$ cat src/wdt_pkg.sv
// Package with register layout, key codes and timing constants of the watchdog interval timer.
package wdt_pkg;

  // Byte addresses of the internal bus.
  localparam logic [15:0] WDT_ADDR_CTRL_WR  = 16'hFFBC;
  localparam logic [15:0] WDT_ADDR_CTRL_RD  = 16'hFFBC;
  localparam logic [15:0] WDT_ADDR_COUNT_RD = 16'hFFBD;
  localparam logic [15:0] WDT_ADDR_RST_WR   = 16'hFFBE;
  localparam logic [15:0] WDT_ADDR_RST_RD   = 16'hFFBF;

  // Upper-byte key codes of the keyed word writes; the values are arbitrary.
  localparam logic [7:0] WDT_KEY_COUNT = 8'h5A;
  localparam logic [7:0] WDT_KEY_CTRL  = 8'hA5;
  localparam logic [7:0] WDT_KEY_RESET_ON_OVERFLOW_ENABLE  = 8'h5A;
  localparam logic [7:0] WDT_KEY_WATCHDOG_OVERFLOW_FLAG  = 8'hA5;

  // Field positions of the timer control/status register.
  localparam int WDT_CTRL_OVF_BIT  = 7;
  localparam int WDT_CTRL_MODE_BIT = 6;
  localparam int WDT_CTRL_EN_BIT   = 5;

  // Field positions of the reset control/status register.
  localparam int WDT_RST_WATCHDOG_OVERFLOW_FLAG_BIT  = 7;
  localparam int WDT_RST_RESET_ON_OVERFLOW_ENABLE_BIT  = 6;
  localparam int WDT_RST_SPARE_BIT = 5;

  // Fixed read-as-one patterns and reset values.
  localparam logic [7:0] WDT_CTRL_ONES  = 8'h18;
  localparam logic [7:0] WDT_RST_ONES   = 8'h1F;
  localparam logic [7:0] WDT_RST_RESET  = 8'h1F;
  localparam logic [7:0] WDT_COUNT_ZERO = 8'h00;
  localparam logic [7:0] WDT_COUNT_MAX  = 8'hFF;

  // Pulse lengths in states of the system clock.
  localparam int          WDT_OVF_STATES_RESET_ON_OVERFLOW_ENABLE   = 132;
  localparam int          WDT_OVF_STATES_NORST  = 130;
  localparam int          WDT_CHIP_RST_STATES   = 518;
  localparam logic [9:0]  WDT_OVF_CYC_RESET_ON_OVERFLOW_ENABLE      = 10'(WDT_OVF_STATES_RESET_ON_OVERFLOW_ENABLE);
  localparam logic [9:0]  WDT_OVF_CYC_NORST     = 10'(WDT_OVF_STATES_NORST);
  localparam logic [9:0]  WDT_CHIP_RST_CYC      = 10'(WDT_CHIP_RST_STATES);

  // Prescaler width covering the slowest tap, phi/131072.
  localparam int WDT_PRE_W = 17;

  typedef enum logic [1:0] {
    WDT_ST_RUN   = 2'b00,
    WDT_ST_PULSE = 2'b01,
    WDT_ST_HOLD  = 2'b11
  } wdt_state_t;

  typedef struct packed {
    wdt_state_t           st;
    logic [WDT_PRE_W-1:0] pre;
    logic [7:0]           count;
    logic                 ovf;
    logic                 mode;
    logic                 en;
    logic [2:0]           cks;
    logic                 watchdog_overflow_flag;
    logic                 reset_on_overflow_enable;
    logic                 spare;
    logic                 ovf_seen;
    logic                 watchdog_overflow_flag_seen;
    logic [9:0]           ovf_cnt;
    logic [9:0]           rst_cnt;
    logic                 ovf_n;
    logic                 chip_rst;
    logic                 irq;
    logic [7:0]           rdata;
  } wdt_regs_t;

endpackage : wdt_pkg

$ cat src/wdt_timer.sv
// Watchdog and interval timer with keyed register writes.
`timescale 1ns/1ps

// Summary of operation
// - Counter is eight-bit, readable and writable
// - Enable low stops counter at zero
// - Enable high counts selected prescaled ticks
// - Interval mode wrap sets overflow flag
// - Overflow flag cleared by read-then-zero or by overflow reset
// - Internal overflow reset clears overflow flag
// - Mode zero raises interval interrupt
// - Mode one asserts low overflow output
// - Clock select picks one of eight taps
// - Reserved bits read one, ignore writes
// - External reset loads reset register 1F
// - Watchdog wrap sets watchdog flag only
// - Watchdog flag cleared by read-then-zero
// - Reset enable makes overflow request chip reset
// - Without enable, only own registers reset
// - Spare bit is plain storage, reset zero
// - Registers written only by keyed access
// - Counter/control writes are word, shared address
// - Separate byte read addresses, reset word write
// - Overflow output 132 or 130 states
// - Chip reset request held 518 states
module wdt_timer
  import wdt_pkg::*;
(
  // Clock and external reset pin.
  input  wire logic        ref_clk_i,
  input  wire logic        rst_n_i,
  // Internal bus.
  input  wire logic [15:0] bus_addr_i,
  input  wire logic        bus_rd_i,
  input  wire logic        bus_wr_i,
  input  wire logic        bus_word_i,
  input  wire logic [15:0] bus_wdata_i,
  output logic      [7:0]  bus_rdata_o,
  // Overflow signalling.
  output logic             overflow_out_n_o,
  output logic             interval_irq_o,
  output logic             chip_reset_req_o
);

  wdt_regs_t q;
  wdt_regs_t d;

  // Reassembles the control/status register as read by software.
  function automatic logic [7:0] ctrl_view(input wdt_regs_t r);
    ctrl_view = WDT_CTRL_ONES;
    ctrl_view[WDT_CTRL_OVF_BIT]  = r.ovf;
    ctrl_view[WDT_CTRL_MODE_BIT] = r.mode;
    ctrl_view[WDT_CTRL_EN_BIT]   = r.en;
    ctrl_view[2:0]               = r.cks;
  endfunction : ctrl_view

  function automatic logic [7:0] rst_view(input wdt_regs_t r);
    rst_view = WDT_RST_ONES;
    rst_view[WDT_RST_WATCHDOG_OVERFLOW_FLAG_BIT]  = r.watchdog_overflow_flag;
    rst_view[WDT_RST_RESET_ON_OVERFLOW_ENABLE_BIT]  = r.reset_on_overflow_enable;
    rst_view[WDT_RST_SPARE_BIT] = r.spare;
  endfunction : rst_view

  // Index of the prescaler bit whose rising edge gives the selected tick.
  function automatic int unsigned tap_bit(input logic [2:0] cks);
    case (cks)
      3'h0:    tap_bit = 0;
      3'h1:    tap_bit = 5;
      3'h2:    tap_bit = 6;
      3'h3:    tap_bit = 8;
      3'h4:    tap_bit = 10;
      3'h5:    tap_bit = 12;
      3'h6:    tap_bit = 14;
      default: tap_bit = 16;
    endcase
  endfunction : tap_bit

  logic                 wr_shared;
  logic                 wr_rst;
  logic [7:0]           key;
  logic [7:0]           low;
  logic                 tick;
  logic [WDT_PRE_W-1:0] pre_next;
  logic                 wrap;
  logic                 locked;

  always_comb
  begin
    d         = q;
    key       = bus_wdata_i[15:8];
    low       = bus_wdata_i[7:0];
    // While the overflow output is low the registers are not writable.
    locked    = (q.st != WDT_ST_RUN);
    wr_shared = bus_wr_i && bus_word_i && (bus_addr_i == WDT_ADDR_CTRL_WR) && !locked;
    wr_rst    = bus_wr_i && bus_word_i && (bus_addr_i == WDT_ADDR_RST_WR) && !locked;

    // Prescaler free-runs only while counting so each start is aligned.
    pre_next  = q.en ? q.pre + 1'b1 : '0;
    tick      = q.en && !q.pre[tap_bit(q.cks)] && pre_next[tap_bit(q.cks)];
    d.pre     = pre_next;
    wrap      = 1'b0;

    if (!q.en)
    begin
      d.count = WDT_COUNT_ZERO;
    end
    else if (tick)
    begin
      d.count = q.count + 1'b1;
      wrap    = (q.count == WDT_COUNT_MAX);
    end

    // Reads: a flag is armed for clearing only when seen set.
    d.rdata = 8'h00;
    if (bus_rd_i)
    begin
      case (bus_addr_i)
        WDT_ADDR_CTRL_RD:
        begin
          d.rdata = ctrl_view(q);
          if (q.ovf)
          begin
            d.ovf_seen = 1'b1;
          end
        end
        WDT_ADDR_COUNT_RD:
        begin
          d.rdata = q.count;
        end
        WDT_ADDR_RST_RD:
        begin
          d.rdata = rst_view(q);
          // A flag read during the overflow pulse is not recognised.
          if (q.watchdog_overflow_flag && !locked)
          begin
            d.watchdog_overflow_flag_seen = 1'b1;
          end
        end
        default:
        begin
          d.rdata = 8'h00;
        end
      endcase
    end

    // Keyed writes; the write wins over a coincident tick, except a watchdog-mode wrap, whose internal reset wins.
    if (wr_shared && key == WDT_KEY_COUNT)
    begin
      d.count = low;
    end
    if (wr_shared && key == WDT_KEY_CTRL)
    begin
      d.mode = low[WDT_CTRL_MODE_BIT];
      d.en   = low[WDT_CTRL_EN_BIT];
      d.cks  = low[2:0];
      if (!low[WDT_CTRL_OVF_BIT] && q.ovf_seen)
      begin
        d.ovf      = 1'b0;
        d.ovf_seen = 1'b0;
      end
    end
    if (wr_rst && key == WDT_KEY_RESET_ON_OVERFLOW_ENABLE)
    begin
      d.reset_on_overflow_enable  = low[WDT_RST_RESET_ON_OVERFLOW_ENABLE_BIT];
      d.spare = low[WDT_RST_SPARE_BIT];
    end
    if (wr_rst && key == WDT_KEY_WATCHDOG_OVERFLOW_FLAG && !low[WDT_RST_WATCHDOG_OVERFLOW_FLAG_BIT] && q.watchdog_overflow_flag_seen)
    begin
      d.watchdog_overflow_flag      = 1'b0;
      d.watchdog_overflow_flag_seen = 1'b0;
    end

    // Overflow events; a set wins over a clear in the same cycle.
    if (wrap && !q.mode)
    begin
      d.ovf = 1'b1;
    end
    if (wrap && q.mode)
    begin
      d.watchdog_overflow_flag = 1'b1;
    end

    case (q.st)
      WDT_ST_RUN:
      begin
        if (wrap && q.mode)
        begin
          d.st      = WDT_ST_PULSE;
          d.ovf_n   = 1'b0;
          d.ovf_cnt = q.reset_on_overflow_enable ? WDT_OVF_CYC_RESET_ON_OVERFLOW_ENABLE - 10'h001 : WDT_OVF_CYC_NORST - 10'h001;
          d.rst_cnt = WDT_CHIP_RST_CYC - 10'h001;
          d.chip_rst = q.reset_on_overflow_enable;
          // Counter and control register reset in both cases.
          d.count    = WDT_COUNT_ZERO;
          d.en       = 1'b0;
          d.mode     = 1'b0;
          d.cks      = 3'h0;
          d.ovf      = 1'b0;
          d.ovf_seen = 1'b0;
          d.pre      = '0;
        end
      end
      WDT_ST_PULSE:
      begin
        d.count = WDT_COUNT_ZERO;
        d.ovf   = 1'b0;
        if (q.ovf_cnt == 10'h000)
        begin
          d.ovf_n = 1'b1;
          d.st    = q.chip_rst ? WDT_ST_HOLD : WDT_ST_RUN;
        end
        else
        begin
          d.ovf_cnt = q.ovf_cnt - 10'h001;
        end
        if (q.chip_rst)
        begin
          d.rst_cnt = q.rst_cnt - 10'h001;
        end
      end
      WDT_ST_HOLD:
      begin
        d.count = WDT_COUNT_ZERO;
        d.ovf   = 1'b0;
        if (q.rst_cnt == 10'h000)
        begin
          d.chip_rst = 1'b0;
          d.st       = WDT_ST_RUN;
        end
        else
        begin
          d.rst_cnt = q.rst_cnt - 10'h001;
        end
      end
      default:
      begin
        d.st = WDT_ST_RUN;
      end
    endcase

    d.irq = d.ovf && !d.mode;
  end

  // Only the external pin resets the reset register; the internal reset does not.
  always_ff @(posedge ref_clk_i)
  begin
    if (!rst_n_i)
    begin
      q          <= '0;
      q.st       <= WDT_ST_RUN;
      q.watchdog_overflow_flag     <= WDT_RST_RESET[WDT_RST_WATCHDOG_OVERFLOW_FLAG_BIT];
      q.reset_on_overflow_enable     <= WDT_RST_RESET[WDT_RST_RESET_ON_OVERFLOW_ENABLE_BIT];
      q.spare    <= WDT_RST_RESET[WDT_RST_SPARE_BIT];
      q.ovf_n    <= 1'b1;
    end
    else
    begin
      q <= d;
    end
  end

  assign bus_rdata_o      = q.rdata;
  assign overflow_out_n_o = q.ovf_n;
  assign interval_irq_o   = q.irq;
  assign chip_reset_req_o = q.chip_rst;

endmodule : wdt_timer

$ cat config.mk
export PLATFORM = sky130hd
export DESIGN_NAME = wdt_timer
export DESIGN_NICKNAME = d
export VERILOG_FILES = /design/src/wdt_pkg.sv /design/src/wdt_timer.sv
export SDC_FILE = /design/constraint.sdc
export NUM_CORES = 1
export LEC_CHECK = 0
export BUFFER_PORTS_ARGS = -buffer_cell sky130_fd_sc_hd__buf_2
export CORE_MARGIN = 3
export CORE_UTILIZATION = 52
export DETAILED_ROUTE_END_ITERATION = 6
export PLACE_DENSITY = 0.87
export SLEW_MARGIN = 20
export SYNTH_ARGS = -nofsm -noshare
export SYNTH_HDL_FRONTEND = slang
export SYNTH_SLANG_ARGS = --single-unit
$ cat constraint.sdc
create_clock -name ref_clk_i -period 2.8 [get_ports ref_clk_i]
set_input_delay 0.56 -clock ref_clk_i [delete_from_list [all_inputs] [get_ports ref_clk_i]]
set_output_delay 0.56 -clock ref_clk_i [all_outputs]
set_load 0.005 [all_outputs]
# Word-level counts from Yosys, hierarchy flattened

Index checks and enable logic that the tools add are counted.

Word-level logic and storage cells: 131
Register bits: 69
Bits of input ports: 37
Output and inout bits: 11

Magnitude comparators: 1
Bitwise gates (word level): 1
Equal/unequal tests: 21
Add/sub/neg operators: 4
Muxes and demuxes: 45
Reductions and logical operators: 41

Operators by type and width:

| operator              | count |
|---|---|
| $eq 16x16->1 const B  | 4 |
| $pmux 5 s7            | 1 |
| $mux 17               | 2 |
| $mux 33               | 1 |
| $lt 32x6->1 const B   | 1 |
| $mux 10               | 3 |
| $pmux 10 s3           | 1 |
| $mux 8                | 3 |
| $pmux 8 s3            | 1 |
| $mux 22               | 1 |
| $logic_not 10->1      | 2 |
| $pmux 10 s2           | 1 |
| $sub 10x1->10 const B | 2 |
| $logic_and 1x1->1     | 18 |
| $mux 1                | 18 |
| $pmux 9 s2            | 1 |
| $add 17x1->17 const B | 1 |
| $eq 8x8->1 const B    | 2 |
| $reduce_and 3->1      | 5 |
| $ne 2x2->1 const B    | 6 |
| $bmux 1 s5            | 2 |
| $mux 2                | 5 |
| $eq 3x3->1 const B    | 3 |
| $add 8x1->8 const B   | 1 |
| other kinds (18)      | 28 |

# Longest topological paths before layout

Depth in word-level cells: 15
Mapped depth: 11
Gate-level depth less buffers: 10

# Worst setup path after synthesis

OpenSTA, ideal clock, no wires.

Kind: register to register
Start point: register q[50] (netlist bit)
End point: register q[19] (netlist bit)
Required time: 2685 ps
Arrival time: 2510 ps
Slack: 176 ps
Stages on the path, launching flop included: 11
Period minus slack after synthesis: 2624 ps
Cell sequence: dfxtp_1 ha_1 nand2_1 nor4_4 mux2i_1 a2111oi_4 a2111o_1 and2_1 buf_2 o31a_1 o21a_1

Longest elaborated chain between the ends: 10

RTL lines:

| item                                                              | line                             | text |
|---|---|---|
| start: declaration                                                | wdt_timer.sv:45                  | `wdt_regs_t q;` |
| $add 17x1->17 or $bmux 1 s5 (tied branches)                       | wdt_timer.sv:98, wdt_timer.sv:99 |  |
| $mux 17 or $mux 1 (tied branches)                                 | wdt_timer.sv:98, wdt_timer.sv:99 |  |
| $bmux 1 s5 or $logic_not 1->1 (tied branches)                     | wdt_timer.sv:99                  | `tick = q.en && !q.pre[tap_bit(q.cks)] && pre_next[tap_bit(q.cks)];` |
| $mux 1 (implied by the code) or $logic_and 1x1->1 (tied branches) | wdt_timer.sv:99                  |  |
| $logic_and 1x1->1 *                                               | wdt_timer.sv:99                  |  |
| $mux 1 *                                                          | wdt_timer.sv:107                 | `else if (tick)` |
| $mux 1 *                                                          | wdt_timer.sv:103                 | `if (!q.en)` |
| $logic_and 1x1->1 *                                               | wdt_timer.sv:186                 | `if (wrap && q.mode)` |
| $ne 2x2->1 (no line) *                                            | n/a                              |  |
| $reduce_and 4->1 (no line) *                                      | n/a                              |  |

Every way passes the cells marked *; elsewhere a longest branch is shown, timed or not. The select of a mux whose other input is x is not followed.
A chain may end at the register's enable or synchronous reset.

# Worst setup path in the final report

Start point: register q[51] (netlist bit)
End point: register q[14] (netlist bit)

Same word-level chain as after synthesis.

==> results.ini <==
[outcome]
status = complete, no violations

[drt]
final_antenna_net_count = 0
post-route-drc-count = 0
firstDrtPassIters = 6
viasPerCell = 5.91
wl_per_cell_um = 15.3
vias = 3622
drt_iter0_drc = 195
finalWirelength_mm = 9.35

[finish]
antenna_cells = 0
finish.utilization_pct = 63.5
final_cell_mix = dfxtp_1 (59), nor2_1 (54), buf_2 (47)
syn2layout_area_growth_pct = 16.7
nNetsFinal = 554
fin_cells = 613
layout_commonest_cell = dfxtp_1
drive_gt1_share_pct = 21.9
n_fill_cell = 579

[pwr]
p_sw_share_pct = 23.3
leakage_nw = 1.74
pwr-share-comb_pct = 3.7
p_int_w = 0.00135
powerDensity_nw_per_um2 = 402
p_sw_w = 0.000409
peakVddDrop_mv = 0.270
clockPowerShare_pct = 40.5
seq_power_share_pct = 55.8

[yosys]
synthCells = 464
synth_ff_type = dfxtp_1
synth_cell_types = 56
yosysWarningCount = 0
seq_area_frac_synth_pct = 37.0
synth-edff-count = 0
synth_fp_nets = 505
synthArstFlopShare_pct = 0
syn_area_um2 = 3740
synth_area_per_cell_um2 = 8.05
ys_ff_latch = 69

[clock_tree]
htreeDepth = 3
cts_hold_buf = 0
numCtsBuffers = 9
cts-root-buf = clkbuf_8
clkTransAtPathRegs_ps = 70
cts_tree = done
clock-sinks = 69
clockBufferDepth = 2
clock_latency_ps = 350

[global_routing]
grt_usage_pct = 22.4
overflow = 0
antenna_found_initial = 0
grt_pass1_wl_mm = 15.3
grt_start_max_net_pins = 17
grt_pass1_vias = 3499

[timing]
holdWs_ps = 445
min_period_over_period_pct = 97.3
worst_pin_slew_ps = 540
max_clock_freq_mhz = 367
skew_ps = 11.4
setup_viol = 0
slew_headroom_pct = 62.9
fin_crit_ps = 2720
report.final.slew_viol_count = 0
hold_viol = 0

[critical_path]
path_class = register to register
cp-start-kind = register
worstPathMaxFanout = 9
max_stage_delay_ps = 400
crit_buf_inv = 1
path_cells = ha_4 -> nand2_4 -> nor4_4 -> mux2i_2 -> a2111oi_4 -> a2111o_1 -> and2_1 -> buf_4 -> or3_4 -> a21oi_2
end_kind = register
critPathRequiredTime_ps = 3070
r2r_slack_ps = 80
crit_family = simple AND/OR/NAND/NOR gates
crit_path_top_delay_cell = a2111o_1
arrival_ps = 3000

[run]
cap_violations = 0

[worst_hold_path]
hold_path_class = primary input to register

[floorplan]
die_w_um = 90.8
die-area_um2 = 8240
start_util_pct = 54.4
fp.coreArea_um2 = 6870
rows = 30
dieHeight_um = 90.8
io_pins = 48

[place]
dpl.hpwl_mm = 6.60
gp_congestion = 0.857
buffer_ports.inserted = 47
place_inst = 594

-- kinds of logic (layout without fill, tap and decap cells) --
family	count (synthesis)	after routing	synth area share, %
xor gates and xnor gates	15	15	3.52
DFF	69	69	37.0
buffers and inverters	49	101	6.03
muxes	19	19	5.12
and+or+nand+nor	213	214	31.1
adders and majority gates	4	4	1.34
AOI/OAI and AO/OA	95	95	16.0
-- sequential cells by signal (all words and copies together), names as in the netlist --
name              count
bus_rdata_o           8
chip_reset_req_o      1
interval_irq_o        1
overflow_out_n_o      1
q                    58
-- worst reg2reg max path, cell delays in order, from the launching register on --
cell,delay (ps)
dfxtp_4,370
ha_4,170
nand2_4,90
nor4_4,360
mux2i_2,320
a2111oi_4,100
a2111o_1,400
and2_1,180
buf_4,170
or3_4,370
a21oi_2,120
-- cells in the mapped netlist, types with 2 or more instances --
master | instances | share of area [%]
xor2_1 | 6 | 1.4
and2_1 | 5 | 0.84
dfxtp_1 | 69 | 37
a31oi_1 | 10 | 1.7
nor4_1 | 8 | 1.3
ha_1 | 4 | 1.3
and4_1 | 5 | 1.2
or3_1 | 17 | 2.8
nor2_1 | 54 | 5.4
nor2b_1 | 3 | 0.50
o31a_1 | 2 | 0.47
nand3_1 | 26 | 3.5
a21boi_0 | 2 | 0.40
mux2i_1 | 18 | 4.8
o311ai_0 | 2 | 0.47
nand4_4 | 2 | 1.1
and3_1 | 8 | 1.3
xnor2_1 | 9 | 2.1
buf_4 | 8 | 1.6
o21a_1 | 2 | 0.40
a21oi_1 | 32 | 4.3
a21o_1 | 2 | 0.40
o211ai_1 | 4 | 0.80
nor3_1 | 8 | 1.1
nor4bb_1 | 4 | 1.1
o31ai_1 | 2 | 0.40
nand2_1 | 38 | 3.8
inv_1 | 21 | 2.1
o21ai_0 | 25 | 3.3
buf_2 | 3 | 0.40
or4_1 | 7 | 1.4
nand2b_1 | 14 | 2.3
nand4_1 | 6 | 1.0
clkbuf_1 | 15 | 1.5
nand3b_1 | 2 | 0.40
-- per-layer routing --
| metal | vias to the layer above | wire length, µm | share of wire, % | track usage [%] |
|---|---|---|---|---|
| li1 | 1757 | - | - | - |
| met4 | 0 | 160 | 1.7 | 7.29 |
| met3 | 24 | 543 | 5.8 | 6.25 |
| met5 | - | 0 | 0 | 0 |
| met1 | 1704 | 3840 | 41 | 26.5 |
| met2 | 137 | 4810 | 51 | 39.0 |
-- power groups by stage --
| stage | logic (W) | clock network, W | registers [W] |
|---|---|---|---|
| 6_report | 0.0000650 | 0.000710 | 0.000979 |
| 5_1_grt | 0.0000709 | 0.000762 | 0.000979 |
| 4_1_cts | 0.0000632 | 0.000725 | 0.000980 |
| 3_5_place_dp | 0.0000628 | 0 | 0.00100 |
| 3_3_place_gp | 0.0000612 | 0 | 0.00100 |
| 2_1_floorplan | 0.0000252 | 0 | 0.00100 |
-- through the flow --
step           power, W  instance area [µm²]  setup TNS (ps)  setup WS [ps]
6_report        0.00175                 4360               0           75.9
5_1_grt         0.00181                 4360            -297          -47.5
4_1_cts         0.00177                 4230               0           3.79
3_5_place_dp    0.00107                 4060           -48.2          -31.0
3_3_place_gp    0.00106                 4060               0            116
2_1_floorplan   0.00103                 3740               0            176
-- layout make-up --
class / instances / area, µm² / share of cell area (%)
Clock buffer: 11 / 141 / 3.24
Clock inverter: 4 / 25.0 / 0.574
Inverter: 21 / 78.8 / 1.81
Multi-Input combinational cell: 347 / 2230 / 51.0
Sequential cell: 69 / 1400 / 32.0
Tap cell: 96 / 120 / 2.75
Timing Repair Buffer: 65 / 374 / 8.58
-- path summary, 6_finish.rpt --
kind | from | end | depth (start not counted)
worst max-delay path | q[51] | q[14] | 10
worst min-delay path | bus_wdata_i[3] | q[45] | 3
worst max register to register | q[51] | q[14] | 10
worst min register to register | q[16] | q[16] | 2
-- what timing repair did --
| item | in CTS | in global routing |
|---|---|---|
| setup endpoints to repair | 6 | 31 |
| hold endpoints to repair | 0 | 0 |
| pin swaps | 0 | 6 |
| cloned | 0 | 2 |
| setup buffers | 0 | 2 |
| resized for setup | 1 | 26 |
No activity file was read; power rests on OpenSTA's default activity.
